==> config.mk <==
export PLATFORM = sky130hd
export DESIGN_NAME = dpll_reference_priority_select
export DESIGN_NICKNAME = d
export VERILOG_FILES = /design/src/inc/loop_select_pkg.sv /design/src/verilog/ref_rank_finder.sv /design/src/verilog/loop_mode_fsm.sv /design/src/verilog/dpll_reference_priority_select.sv
export VERILOG_INCLUDE_DIRS = /design/src /design/src/inc
export SDC_FILE = /design/constraint.sdc
export NUM_CORES = 1
export LEC_CHECK = 0
export BUFFER_PORTS_ARGS = -buffer_cell sky130_fd_sc_hd__clkbuf_2
export CAP_MARGIN = 20
export CORE_MARGIN = 2
export CORE_UTILIZATION = 54
export CTS_BUF_LIST = sky130_fd_sc_hd__clkbuf_8
export DETAILED_ROUTE_END_ITERATION = 8
export GPL_TIMING_DRIVEN = 0
export PLACE_DENSITY_LB_ADDON = 0.1
export SETUP_SLACK_MARGIN = 0.2
export SLEW_MARGIN = 20
export SYNTH_ARGS = -nofsm -noshare
export SYNTH_HDL_FRONTEND = slang
export SYNTH_SLANG_ARGS = --single-unit
==> constraint.sdc <==
create_clock -name clk -period 12.8 [get_ports clk]
set_input_delay 2.56 -clock clk [delete_from_list [all_inputs] [get_ports clk]]
set_output_delay 2.56 -clock clk [all_outputs]
set_load 0.1 [all_outputs]
==> src/inc/loop_select_regs.svh <==
// register indices, reset values, field positions and codes of the reference selector
`ifndef LOOP_SELECT_REGS_SVH
`define LOOP_SELECT_REGS_SVH

`define IDX_RANK_SECOND_PAIR 8'h31
`define IDX_RANK_FIRST_PAIR  8'h32
`define IDX_MODE_SELECTION   8'h33

`define RST_RANK_SECOND_PAIR 8'h32
`define RST_RANK_FIRST_PAIR  8'h10
`define RST_MODE_SELECTION   8'h03

`define RANK_LO_MSB 2
`define RANK_LO_LSB 0
`define RANK_HI_MSB 6
`define RANK_HI_LSB 4
`define MODE_MSB 1
`define MODE_LSB 0
`define EXTFB_BIT 5
`define CHOICE_MSB 7
`define CHOICE_LSB 6

`define RANK_DISABLED 3'h7
`define RANK_MAX_LEGAL 3'h6

`define MODE_FREERUN  2'h0
`define MODE_HOLDOVER 2'h1
`define MODE_FORCED   2'h2
`define MODE_AUTO     2'h3

`endif

==> src/inc/loop_select_pkg.sv <==
// types shared by the reference selector modules
package loop_select_pkg;
    typedef enum logic [2:0] {
        ST_FREERUN  = 3'h1,
        ST_HOLDOVER = 3'h2,
        ST_LOCKED   = 3'h4
    } loop_state_t;
    typedef logic [1:0] ref_index_t;
    typedef logic [2:0] rank_t;
endpackage

==> src/verilog/ref_rank_finder.sv <==
// finds the best eligible reference by rank, lowest index winning a tie
`include "loop_select_regs.svh"
module ref_rank_finder
    import loop_select_pkg::*;
#(
    parameter int REFS = 4
) (
    input wire logic [REFS*3-1:0] ranks,
    input wire logic [REFS-1:0] available,
    output logic [REFS-1:0] eligible,
    output logic anyEligible,
    output logic [1:0] bestIdx,
    output logic [2:0] bestRank
);
    if (REFS != 4) begin : g_check
        $error("ref_rank_finder serves exactly four references");
    end

    genvar g;
    for (g = 0; g < REFS; g++) begin : g_elig
        // code 110 stays eligible as the lowest rank; only 111 disables
        assign eligible[g] = available[g] && (ranks[g*3 +: 3] != `RANK_DISABLED);
    end

    always_comb begin
        anyEligible = 1'b0;
        bestIdx = 2'h0;
        bestRank = `RANK_DISABLED;
        // strict compare keeps the lowest index among equal ranks
        for (int i = 0; i < REFS; i++) begin
            if (eligible[i] && (!anyEligible || ranks[i*3 +: 3] < bestRank)) begin
                anyEligible = 1'b1;
                bestIdx = 2'(i);
                bestRank = ranks[i*3 +: 3];
            end
        end
    end
endmodule

==> src/verilog/loop_mode_fsm.sv <==
// freerun, holdover and locked state of the loop
`include "loop_select_regs.svh"
module loop_mode_fsm
    import loop_select_pkg::*;
(
    input wire logic clk,
    input wire logic sys_rst,
    input wire logic [1:0] mode,
    input wire logic refUsable,
    output loop_state_t state
);
    loop_state_t next_state;

    always_comb begin
        case (mode)
            `MODE_FREERUN: next_state = ST_FREERUN;
            `MODE_HOLDOVER: next_state = ST_HOLDOVER;
            `MODE_FORCED, `MODE_AUTO: next_state = refUsable ? ST_LOCKED : ST_HOLDOVER;
            default: next_state = ST_FREERUN;
        endcase
    end

    always_ff @(posedge clk) begin
        if (sys_rst) begin
            state <= ST_FREERUN;
        end else begin
            state <= next_state;
        end
    end
endmodule

==> src/verilog/dpll_reference_priority_select.sv <==
// apb registers and automatic reference choice for loop zero
//
// Chosen here: the APB register port.
`include "loop_select_regs.svh"
module dpll_reference_priority_select
    import loop_select_pkg::*;
(
    input wire logic clk,
    input wire logic sys_rst,
    input wire logic psel,
    input wire logic penable,
    input wire logic pwrite,
    input wire logic [11:0] paddr,
    input wire logic [31:0] pwdata,
    output logic [31:0] prdata,
    output logic pready,
    output logic pslverr,
    input wire logic [3:0] refAvailable,
    output logic [1:0] selectedRef,
    output logic loopLocked,
    output logic loopHoldover,
    output logic loopFreerun,
    output logic extFeedbackEnable
);
    logic [7:0] rankSecondPair;
    logic [7:0] rankFirstPair;
    logic [1:0] loopZeroOperatingMode;
    logic [1:0] choiceControl;
    logic extFb;
    logic answerFlag;
    logic [31:0] readData;
    logic errFlag;
    loop_state_t loopState;
    // a literal cannot be part-selected, so the reset word is named first
    localparam logic [7:0] MODE_RESET = `RST_MODE_SELECTION;

    // decode
    wire [11:0] addrSecond = {2'h0, `IDX_RANK_SECOND_PAIR, 2'h0};
    wire [11:0] addrFirst = {2'h0, `IDX_RANK_FIRST_PAIR, 2'h0};
    wire [11:0] addrMode = {2'h0, `IDX_MODE_SELECTION, 2'h0};
    wire hitSecond = (paddr == addrSecond);
    wire hitFirst = (paddr == addrFirst);
    wire hitMode = (paddr == addrMode);
    wire hitAny = hitSecond || hitFirst || hitMode;
    // one wait state lets read data come from a flip-flop
    wire accessFirst = psel && penable && !answerFlag;
    wire commit = psel && penable && answerFlag;
    wire regWrite = commit && pwrite && hitAny;

    rank_t loopZeroFirstInputRank;
    rank_t loopZeroSecondInputRank;
    rank_t loopZeroThirdInputRank;
    rank_t loopZeroFourthInputRank;
    assign loopZeroFirstInputRank = rankFirstPair[`RANK_LO_MSB:`RANK_LO_LSB];
    assign loopZeroSecondInputRank = rankFirstPair[`RANK_HI_MSB:`RANK_HI_LSB];
    assign loopZeroThirdInputRank = rankSecondPair[`RANK_LO_MSB:`RANK_LO_LSB];
    assign loopZeroFourthInputRank = rankSecondPair[`RANK_HI_MSB:`RANK_HI_LSB];

    wire [11:0] rankVector = {loopZeroFourthInputRank, loopZeroThirdInputRank,
        loopZeroSecondInputRank, loopZeroFirstInputRank};

    logic [3:0] eligible;
    logic anyEligible;
    logic [1:0] bestIdx;
    logic [2:0] bestRank;

    ref_rank_finder #(.REFS(4)) u_finder (
        .ranks(rankVector),
        .available(refAvailable),
        .eligible(eligible),
        .anyEligible(anyEligible),
        .bestIdx(bestIdx),
        .bestRank(bestRank)
    );

    wire autoMode = (loopZeroOperatingMode == `MODE_AUTO);
    wire forcedMode = (loopZeroOperatingMode == `MODE_FORCED);
    wire [2:0] currentRank = rankVector[selectedRef*3 +: 3];
    wire currentEligible = eligible[selectedRef];
    // stay on the locked, still eligible reference unless something strictly better appears
    wire keepCurrent = loopLocked && currentEligible && (currentRank <= bestRank);
    wire forcedUsable = refAvailable[choiceControl];
    wire refUsable = autoMode ? anyEligible : forcedUsable;

    logic [1:0] next_selectedRef;
    always_comb begin
        next_selectedRef = selectedRef;
        if (forcedMode) begin
            next_selectedRef = choiceControl;
        end else if (autoMode && anyEligible && !keepCurrent) begin
            next_selectedRef = bestIdx;
        end
    end

    loop_mode_fsm u_fsm (
        .clk(clk),
        .sys_rst(sys_rst),
        .mode(loopZeroOperatingMode),
        .refUsable(refUsable),
        .state(loopState)
    );

    assign loopLocked = (loopState == ST_LOCKED);
    assign loopHoldover = (loopState == ST_HOLDOVER);
    assign loopFreerun = (loopState == ST_FREERUN);
    assign extFeedbackEnable = extFb;

    // in automatic mode the select field is status, otherwise the stored control
    wire [1:0] choiceView = autoMode ? selectedRef : choiceControl;
    wire [7:0] modeView = {choiceView, extFb, 3'h0, loopZeroOperatingMode};
    wire [7:0] readMux = hitSecond ? {1'b0, rankSecondPair[6:4], 1'b0, rankSecondPair[2:0]} :
        hitFirst ? {1'b0, rankFirstPair[6:4], 1'b0, rankFirstPair[2:0]} :
        hitMode ? modeView : 8'h00;

    always_ff @(posedge clk) begin
        if (sys_rst) begin
            answerFlag <= 1'b0;
            readData <= 32'h0;
            errFlag <= 1'b0;
        end else begin
            answerFlag <= accessFirst;
            if (accessFirst) begin
                readData <= {24'h0, readMux};
                errFlag <= !hitAny;
            end
        end
    end

    assign pready = answerFlag;
    assign prdata = readData;
    assign pslverr = answerFlag && errFlag;

    // reserved bits are not stored, so they always read back as zero
    always_ff @(posedge clk) begin
        if (sys_rst) begin
            rankSecondPair <= `RST_RANK_SECOND_PAIR;
            rankFirstPair <= `RST_RANK_FIRST_PAIR;
        end else if (regWrite && hitSecond) begin
            rankSecondPair <= {1'b0, pwdata[6:4], 1'b0, pwdata[2:0]};
        end else if (regWrite && hitFirst) begin
            rankFirstPair <= {1'b0, pwdata[6:4], 1'b0, pwdata[2:0]};
        end
    end

    always_ff @(posedge clk) begin
        if (sys_rst) begin
            loopZeroOperatingMode <= MODE_RESET[`MODE_MSB:`MODE_LSB];
            choiceControl <= MODE_RESET[`CHOICE_MSB:`CHOICE_LSB];
            extFb <= MODE_RESET[`EXTFB_BIT];
        end else if (regWrite && hitMode) begin
            loopZeroOperatingMode <= pwdata[`MODE_MSB:`MODE_LSB];
            choiceControl <= pwdata[`CHOICE_MSB:`CHOICE_LSB];
            extFb <= pwdata[`EXTFB_BIT];
        end
    end

    always_ff @(posedge clk) begin
        if (sys_rst) begin
            selectedRef <= 2'h0;
        end else begin
            selectedRef <= next_selectedRef;
        end
    end
endmodule

Yosys cells after proc, flatten, opt, wreduce, memory -nomap -nowiden
Cells that the tools add are included.
{"block": "totals", "reg_bits": 32, "out_inout_bits": 40, "inputBits": 53, "word_cells": 91}
{"block": "op_classes", "n_shift": 1, "mul": 1, "n_lt_le_gt_ge": 6, "eq_ne": 13, "bitwise": 1, "n_mux": 24, "reduce_logical": 35}
{"op": "12-bit by 8-bit == test with 1-bit output, second input constant", "n": 3}
{"op": "8-bit 2-to-1 mux", "n": 3}
{"op": "1-bit logical AND", "n": 20}
{"op": "3-bit 2-to-1 mux", "n": 5}
{"op": "3-bit != test, second input constant", "n": 4}
{"op": "12-bit by 5-bit variable part select with 3-bit output", "n": 1}
{"op": "2-bit 2-to-1 mux", "n": 5}
{"op": "3-bit less-than comparator", "n": 3}
{"op": "3-bit one-hot mux with 3 select lines", "n": 1}
{"op": "1-bit 2-to-1 mux", "n": 8}
{"op": "1-bit logical NOT", "n": 6}
{"op": "2-bit by 3-bit less-than comparator with 1-bit output, second input constant", "n": 2}
{"op": "1-bit logical OR", "n": 5}
{"op": "1-bit binary-select mux with 2-bit select", "n": 2}
{"op": "2-bit == test, second input constant", "n": 2}
{"op": "2-bit by 2-bit multiplier with 4-bit output, second input constant", "n": 1}
{"op": "3-bit by 1-bit == test with 1-bit output, second input constant", "n": 1}
{"op": "3-bit by 2-bit == test with 1-bit output, second input constant", "n": 1}
{"op": "3-bit == test, second input constant", "n": 1}
{"op": "3-bit <= comparator", "n": 1}
{"op": "2-bit by 1-bit == test with 1-bit output, second input constant", "n": 1}
{"op": "2-bit logical NOT", "n": 1}
{"op": "2-bit AND reduction", "n": 1}
{"op": "2-bit nonzero test", "n": 1}
{"op": "2 further kinds", "n": 2}

Logic depth before layout (Yosys ltp)
Gate-level depths: netlist of the first run.
{"block": "logic_depth", "word_depth": 21, "mapped_depth": 29, "mapped_depth_nobuf": 29}

By module
A second synthesis of the first run with hierarchy kept.
{"block": "hier_totals", "hier_cells": 258, "hier_area_um2": 2279.7}
{"module": "dpll_reference_priority_select", "area_each_um2": 1720.4, "cells_each": 181, "instances": 1}
{"module": "ref_rank_finder", "area_each_um2": 461.7, "cells_each": 68, "instances": 1}
{"module": "loop_mode_fsm", "area_each_um2": 97.6, "cells_each": 9, "instances": 1}

Least setup slack after synthesis of the first run
OpenSTA, ideal clock, no wires.
{"block": "synth_timing", "kind": "input-to-reg", "start": "in refAvailable[0]", "end": "reg selectedRef[1]", "arrival_time_ns": 7.301, "setup_time_ns": 0.104, "stages": 29, "setup_slack_ns": 5.396, "required_ns": 12.696, "cell_sequence": "nand2b_1 -> inv_1 -> ha_1 -> and3b_1 -> nor2_1 -> a21oi_1 -> o21ai_0 -> o31ai_1 -> ha_1 -> o21a_1 -> nor2_1 -> o21ba_2 -> a31oi_1 -> o311a_1 -> nor2_1 -> ha_1 -> o21a_1 -> nor2_1 -> o21bai_1 -> a21bo_2 -> o21ai_0 -> o31ai_1 -> ha_1 -> nor2b_1 -> o21ai_0 -> a32oi_1 -> o31a_1 -> o2111a_1 -> a2111oi_2"}
{"block": "synth_via", "elab_chain_cells": 19, "word_cells_on_any_way": 34, "classes_between": "order compare: 4; mux: 14; reduce/logical: 16"}
{"item": "start: declaration", "line_no": "dpll_reference_priority_select.sv:18", "rtl": "input wire logic [3:0] refAvailable,"}
{"item": "1-bit logical AND (*)", "line_no": "ref_rank_finder.sv:22", "rtl": "assign eligible[g] = available[g] && (ranks[g*3 +: 3] != `RANK_DISABLED);"}
{"item": "3-bit 2-to-1 mux / 1-bit 2-to-1 mux (equally long branches)", "line_no": "ref_rank_finder.sv:31", "rtl": "if (eligible[i] && (!anyEligible || ranks[i*3 +: 3] < bestRank)) begin"}
{"item": "3-bit less-than comparator / 1-bit logical NOT (equally long branches)", "line_no": "ref_rank_finder.sv:31"}
{"item": "1-bit logical OR", "line_no": "ref_rank_finder.sv:31"}
{"item": "1-bit logical AND", "line_no": "ref_rank_finder.sv:31"}
{"item": "3-bit 2-to-1 mux / 1-bit 2-to-1 mux (equally long branches)", "line_no": "ref_rank_finder.sv:31"}
{"item": "3-bit less-than comparator / 1-bit logical NOT (equally long branches)", "line_no": "ref_rank_finder.sv:31"}
{"item": "1-bit logical OR", "line_no": "ref_rank_finder.sv:31"}
{"item": "[3 not listed]"}
{"item": "1-bit logical OR", "line_no": "ref_rank_finder.sv:31"}
{"item": "1-bit logical AND", "line_no": "ref_rank_finder.sv:31"}
{"item": "3-bit 2-to-1 mux", "line_no": "ref_rank_finder.sv:31"}
{"item": "3-bit <= comparator", "line_no": "dpll_reference_priority_select.sv:81", "rtl": "wire keepCurrent = loopLocked && currentEligible && (currentRank <= bestRank);"}
{"item": "1-bit logical AND", "line_no": "dpll_reference_priority_select.sv:81"}
{"item": "1-bit logical NOT", "line_no": "dpll_reference_priority_select.sv:90", "rtl": "end else if (autoMode && anyEligible && !keepCurrent) begin"}
{"item": "1-bit logical AND", "line_no": "dpll_reference_priority_select.sv:90"}
{"item": "2-bit nonzero test (no source line)"}
{"item": "end signal: assignment", "line_no": "dpll_reference_priority_select.sv:161", "rtl": "selectedRef <= next_selectedRef;"}
{"item": "end: declaration", "line_no": "dpll_reference_priority_select.sv:19", "rtl": "output logic [1:0] selectedRef,"}
Every way passes the cells marked *; elsewhere a longest branch is shown, timed or not. The select of a mux whose other input is x is not followed.
A chain may end at the register's enable or synchronous reset.

Final worst setup path of the first run
Ends and elaborated chain as after synthesis.

==> flow_summary.json, run 1 <==
{
  "status": "completed",
  "worstPathRequired_ps": 12980,
  "final_design_area_no_fill_mm2": 0.00265,
  "clkSlewWorstSetupHoldPaths_ps": 60,
  "final.period_utilization_pct": 62.3,
  "critPathBufInv": 2,
  "antenna-diode-count": 0,
  "timing.max_slew.rel_slack_pct": 61.7,
  "hold_ws_ps": 473,
  "max_stage_delay_ps": 370,
  "timing.max_cap.violations": 0,
  "final_setup_tns_ps": 0,
  "hold_path_class": "reg2reg",
  "drive_gt1_share_pct": 30.6,
  "ys_seq_elements": 31,
  "ys_async_sr_fraction_pct": 0,
  "share_comb_of_total_power_pct": 35.7,
  "detail_route.iter0.violations": 150,
  "synth-edff-count": 0,
  "netlist-cell-type-count": 51,
  "rsz0062_at_grt": "false",
  "worst_pin_slew_ps": 573,
  "power_per_cell_area_mw_per_mm2": 106,
  "crit_path_cell_count": 30,
  "grt_util_all_layers_pct": 24.5,
  "tritoncts_num_sinks": 31,
  "grt_antenna_before_repair": 0,
  "leakagePower_nw": 1.21,
  "end_kind": "flip-flop",
  "synth_area_mm2": 0.00220,
  "count_of_cells_resized_by_post_cts_repair": 0,
  "cts_inserted_buffers": 5,
  "floorplan_row_count": 23,
  "chipHeight_um": 67.8,
  "floorplan.die_area_mm2": 0.00460,
  "cts_hold_repair.buffers": 0,
  "r2r_depth": 29,
  "worst-setup-path-type": "in2reg",
  "synth_seq_area_share_pct": 28.2,
  "synthDominantCellAreaShare_pct": 28.2,
  "grt_pass1_wl_um": 8120,
  "ys_warn_count": 0,
  "max_freq_mhz": 125,
  "post_cts_buffers": 0,
  "worst-path-max-fanout": 8,
  "floorplan.initialDensity_pct": 55.4,
  "design.final.nets": 385,
  "report.final.slew_viol_count": 0,
  "power_frac_clock_pct": 27.9,
  "grt_max_degree": 11,
  "io-pin-count": 93,
  "layout-area-overhead-vs-synth_pct": 20.5,
  "vias": 1993,
  "post-dp-hpwl_um": 4030,
  "internal-power_uw": 168,
  "finalHoldViolations": 0,
  "place.port_buffers": 42,
  "design.core.area_mm2": 0.00397,
  "wl_per_cell_um": 14.1,
  "critical-path-top-delay-family": "compound AO/OA/AOI/OAI gates",
  "overflow": 0,
  "placed_area_mm2": 0.00256,
  "post_drt_via_cell_ratio": 5.33,
  "via_count_of_the_first_global_routing_pass": 1712,
  "synth_top_flop_cell": "sky130_fd_sc_hd__dfxtp_1",
  "gpl.final_weighted_congestion": 0.947,
  "switchingPower_uw": 112,
  "worst_setup_path_start_kind": "input pin",
  "seq_power_share_pct": 36.4,
  "post_synth_inst_count": 251,
  "finalClockSkew_ps": 3.55,
  "route.detailed.drc": 0,
  "route.final.wire_length_um": 5270,
  "sw_frac_of_total_pct": 40.1,
  "crit_arrival_ps": 8160,
  "final.min_clock_period_ps": 7980,
  "synth.avg_cell_area_um2": 8.76,
  "cts_root_buffer": "sky130_fd_sc_hd__clkbuf_8",
  "synth_common_cells": "sky130_fd_sc_hd__dfxtp_1, sky130_fd_sc_hd__nor2_1, sky130_fd_sc_hd__buf_4",
  "synth_area_leader_cell": "sky130_fd_sc_hd__dfxtp_1",
  "setup-violations-final": 0,
  "critical_path.slowest_cell": "sky130_fd_sc_hd__a31oi_1",
  "firstDrtPassIters": 5,
  "power.ir.vdd_worst_v": 0.0000822,
  "cts_tree": "built",
  "cts_buffer_depth": 2,
  "clkLatencyLatePin_ps": 280,
  "hold_depth": 2,
  "die_w_um": 67.8,
  "maximum_level_of_the_cts_h_tree": 2,
  "ant_nets": 0,
  "netlist_top_cells_area": "sky130_fd_sc_hd__dfxtp_1, sky130_fd_sc_hd__buf_4, sky130_fd_sc_hd__nor2_1, sky130_fd_sc_hd__mux4_2, sky130_fd_sc_hd__mux2i_1"
}
per-layer routing:
metal	GRT usage (%)	routed length, um	vias up
li1	-	-	1011
met1	29.9	2260	905
met2	41.8	2590	67
met3	5.50	320	10
met4	9.25	97	0
met5	0	0	-
layout make-up:
| cell class | instances | area (um2) |
|---|---|---|
| clock inverter | 1 | 5.00 |
| inverter | 10 | 37.5 |
| multi-input combinational | 198 | 1370 |
| buffer | 36 | 263 |
| clock buffer | 6 | 82.6 |
| fill | 343 | 1320 |
| timing repair buffer | 42 | 210 |
| sequential | 31 | 621 |
| tap | 50 | 62.6 |
registers in the layout (all words and copies together) (netlist names):
signal	cells
choiceControl	2
errFlag	1
extFeedbackEnable	1
loopZeroOperatingMode	2
prdata	7
pready	1
rankFirstPair	6
rankSecondPair	6
selectedRef	2
u_fsm.state	3
path summary, 6_finish.rpt:
| check | startpoint | to | slack [ps] |
|---|---|---|---|
| worst max register to register | rankFirstPair[2] | selectedRef[1] | 6740 |
| worst min-delay path | prdata[7] | prdata[7] | 470 |
| worst max-delay path | refAvailable[0] | selectedRef[1] | 4820 |
| worst min register to register | prdata[7] | prdata[7] | 470 |
worst reg2reg max path: cells and delay by family (launching register included):
family | cells | cell delay (ps)
simple gates | 7 | 750
compound gates | 17 | 3530
fa+ha+maj | 4 | 1180
buf+inv | 1 | 60
flops | 1 | 450
metrics by stage:
step	instances	util, %	setup slack, ps	total power [mW]
final	374	66.7	4820	0.280
after detailed placement	367	64.5	4620	0.203
after CTS	374	66.7	4920	0.281
after global routing	374	66.7	4320	0.292
after floorplan	275	-	5400	0.188
after global placement	367	64.5	4630	0.202
kinds of logic (layout without fill, tap and decap cells):
group | after synthesis | count (layout) | synth area share [%]
AND/OR/NAND/NOR | 87 | 87 | 21.3
other | 1 | 25 | 0.171
flip-flops | 31 | 31 | 28.2
buffers and inverters | 46 | 95 | 13.7
adder cells (fa/ha/maj) | 8 | 8 | 4.55
multiplexers | 18 | 18 | 11.2
AO/OA/AOI/OAI | 60 | 60 | 20.9
power groups by stage:
stage	sequential, mW	combinational [mW]	clock, mW
2_1_floorplan	0.119	0.0693	0
3_3_place_gp	0.104	0.0985	0
3_5_place_dp	0.104	0.0991	0
4_1_cts	0.102	0.0993	0.0800
5_1_grt	0.102	0.106	0.0843
6_report	0.102	0.0997	0.0780
cells in the final DEF, fill, tap and decap left out, types with 4 or more instances in the layout:
cell / n
sky130_fd_sc_hd__clkbuf_2: 42
sky130_fd_sc_hd__nor2_1: 31
sky130_fd_sc_hd__dfxtp_1: 31
sky130_fd_sc_hd__buf_4: 28
sky130_fd_sc_hd__conb_1: 25
sky130_fd_sc_hd__a21oi_1: 12
sky130_fd_sc_hd__nor2b_1: 11
sky130_fd_sc_hd__mux2i_1: 11
sky130_fd_sc_hd__inv_1: 10
sky130_fd_sc_hd__nand2_1: 10
sky130_fd_sc_hd__nor3_1: 8
sky130_fd_sc_hd__ha_1: 8
sky130_fd_sc_hd__o21ai_0: 7
sky130_fd_sc_hd__nand3_1: 6
sky130_fd_sc_hd__a211o_1: 6
sky130_fd_sc_hd__clkbuf_8: 6
sky130_fd_sc_hd__o31ai_1: 5
sky130_fd_sc_hd__mux4_2: 5
sky130_fd_sc_hd__clkbuf_1: 4
sky130_fd_sc_hd__a221o_2: 4
Note: power is estimated with default switching activity, not from simulation.
==> run 2, diff against run 1 <==
--- a/config.mk
+++ b/config.mk
@@ -9,7 +9,7 @@
 export BUFFER_PORTS_ARGS = -buffer_cell sky130_fd_sc_hd__clkbuf_2
 export CAP_MARGIN = 20
 export CORE_MARGIN = 2
-export CORE_UTILIZATION = 54
+export CORE_UTILIZATION = 45
 export CTS_BUF_LIST = sky130_fd_sc_hd__clkbuf_8
 export DETAILED_ROUTE_END_ITERATION = 8
 export GPL_TIMING_DRIVEN = 0
==> constraint.sdc (replaced) <==
create_clock -name clk -period 6.45 [get_ports clk]
set_input_delay 1.29 -clock clk [delete_from_list [all_inputs] [get_ports clk]]
set_output_delay 1.29 -clock clk [all_outputs]
set_load 0.1 [all_outputs]
==> flow_summary.json, run 2 (same netlist as run 1, synthesis figures left out) <==
{
  "flip_flop_count_of_the_largest_register_all_copies_and_words_added": 7,
  "numPlacedInstances": 384,
  "crit_top_cell": "sky130_fd_sc_hd__ha_1",
  "worst_pin_slew_ps": 556,
  "critical-path-top-delay-family": "compound AO/OA/AOI/OAI gates",
  "power.ir.vdd_worst_v": 0.000132,
  "worstPathRequired_ps": 6640,
  "floorplan.initialDensity_pct": 46.5,
  "setup-violations-final": 0,
  "ant_nets": 0,
  "antenna-diode-count": 0,
  "cts_root_buffer": "sky130_fd_sc_hd__clkbuf_8",
  "final_cell_mix": "sky130_fd_sc_hd__clkbuf_2, sky130_fd_sc_hd__buf_4, sky130_fd_sc_hd__dfxtp_1",
  "worst-path-max-fanout": 8,
  "vias": 2015,
  "final_setup_tns_ps": 0,
  "chipHeight_um": 73.9,
  "final.period_utilization_pct": 92.8,
  "tritoncts_num_sinks": 31,
  "grt_max_degree": 11,
  "post-dp-hpwl_um": 4100,
  "drive_gt1_share_pct": 34.9,
  "finalHoldViolations": 0,
  "hold_ws_ps": 460,
  "leakagePower_nw": 1.27,
  "worst-setup-path-type": "in2reg",
  "floorplan.die_area_mm2": 0.00546,
  "placed_area_mm2": 0.00258,
  "maximum_level_of_the_cts_h_tree": 2,
  "stdcell_count": 399,
  "design.core.area_mm2": 0.00472,
  "die_w_um": 73.9,
  "cts_inserted_buffers": 5,
  "rsz0062_at_grt": "false",
  "route.final.wire_length_um": 5510,
  "firstDrtPassIters": 4,
  "crit_arrival_ps": 6170,
  "clkLatencyLatePin_ps": 280,
  "critPathBufInv": 3,
  "grt_pass1_wl_um": 8590,
  "end_kind": "flip-flop",
  "finalClockSkew_ps": 5.01,
  "final.min_clock_period_ps": 5980,
  "max_freq_mhz": 167,
  "post-route-worst-setup-slack_ps": 465,
  "layout-area-overhead-vs-synth_pct": 27.4,
  "grt_util_all_layers_pct": 20.9,
  "route.detailed.drc": 0,
  "detail_route.iter0.violations": 149,
  "cts_hold_repair.buffers": 0,
  "report.final.slew_viol_count": 0,
  "fin_total_pwr_uw": 577,
  "grt_antenna_before_repair": 0,
  "status": "completed",
  "io-pin-count": 93,
  "post_drt_via_cell_ratio": 5.05,
  "timing.max_slew.rel_slack_pct": 62.0,
  "design.final.nets": 392,
  "cts_buffer_depth": 2,
  "wl_per_cell_um": 13.8,
  "via_count_of_the_first_global_routing_pass": 1801,
  "regToRegSetupSlack_ps": 1080,
  "overflow": 0,
  "gpl.final_weighted_congestion": 0.960,
  "floorplan_row_count": 25,
  "clkSlewWorstSetupHoldPaths_ps": 70,
  "final_design_area_no_fill_mm2": 0.00280,
  "post-place-ws_ps": -465,
  "layout.cells.most_common": "sky130_fd_sc_hd__clkbuf_2",
  "critical_path.slowest_cell": "sky130_fd_sc_hd__ha_1",
  "cts_tree": "built",
  "max_stage_delay_ps": 310,
  "utilization_pct": 59.3,
  "place.port_buffers": 42,
  "hold_path_class": "reg2reg",
  "timing.max_cap.violations": 0,
  "worst_setup_path_start_kind": "input pin",
  "power_per_cell_area_mw_per_mm2": 206
}
run 2: repair_timing:
item / CTS / global route
buffers inserted: 0 / 7
endpoints found under the setup margin: 2 / 2
resized for setup: 6 / 13
pin swaps: 0 / 11
run 2: cell type report:
cell class	count	area [um2]
Clock buffer	7	96.3
Multi-Input combinational cell	198	1430
Tap cell	67	83.8
Timing Repair Buffer	49	263
Sequential cell	31	621
Fill cell	447	1920
Buffer	36	263
Inverter	10	37.5
Clock inverter	1	3.75
run 2: where the power goes:
group	leakage [nW]	total (mW)	internal, mW	switching, mW
clock network	0.0557	0.167	0.0957	0.0716
registers	0.253	0.202	0.197	0.00495
logic	0.958	0.208	0.0578	0.150
total	1.27	0.577	0.351	0.227
run 2: path summary, 6_finish.rpt:
path	start	end	depth (start not counted)
max	refAvailable[0]	selectedRef[1]	31
min	prdata[7]	prdata[7]	2
max reg2reg	rankFirstPair[2]	selectedRef[1]	30
min reg2reg	prdata[7]	prdata[7]	2
run 2: layer usage:
layer / vias up / routed length, um / track usage [%]
met5: - / 0 / 0
met4: 0 / 96 / 7.88
met3: 10 / 272 / 3.84
met2: 64 / 2700 / 33.8
met1: 912 / 2440 / 27.6
li1: 1029 / - / -
run 2: worst register-to-register path: cells and delay by family (launching register included):
kind / cells / cell delay (ps)
DFF: 1 / 470
buffers and inverters: 2 / 190
and+or+nand+nor: 8 / 860
adders and majority gates: 4 / 1180
AOI/OAI and AO/OA: 16 / 2590
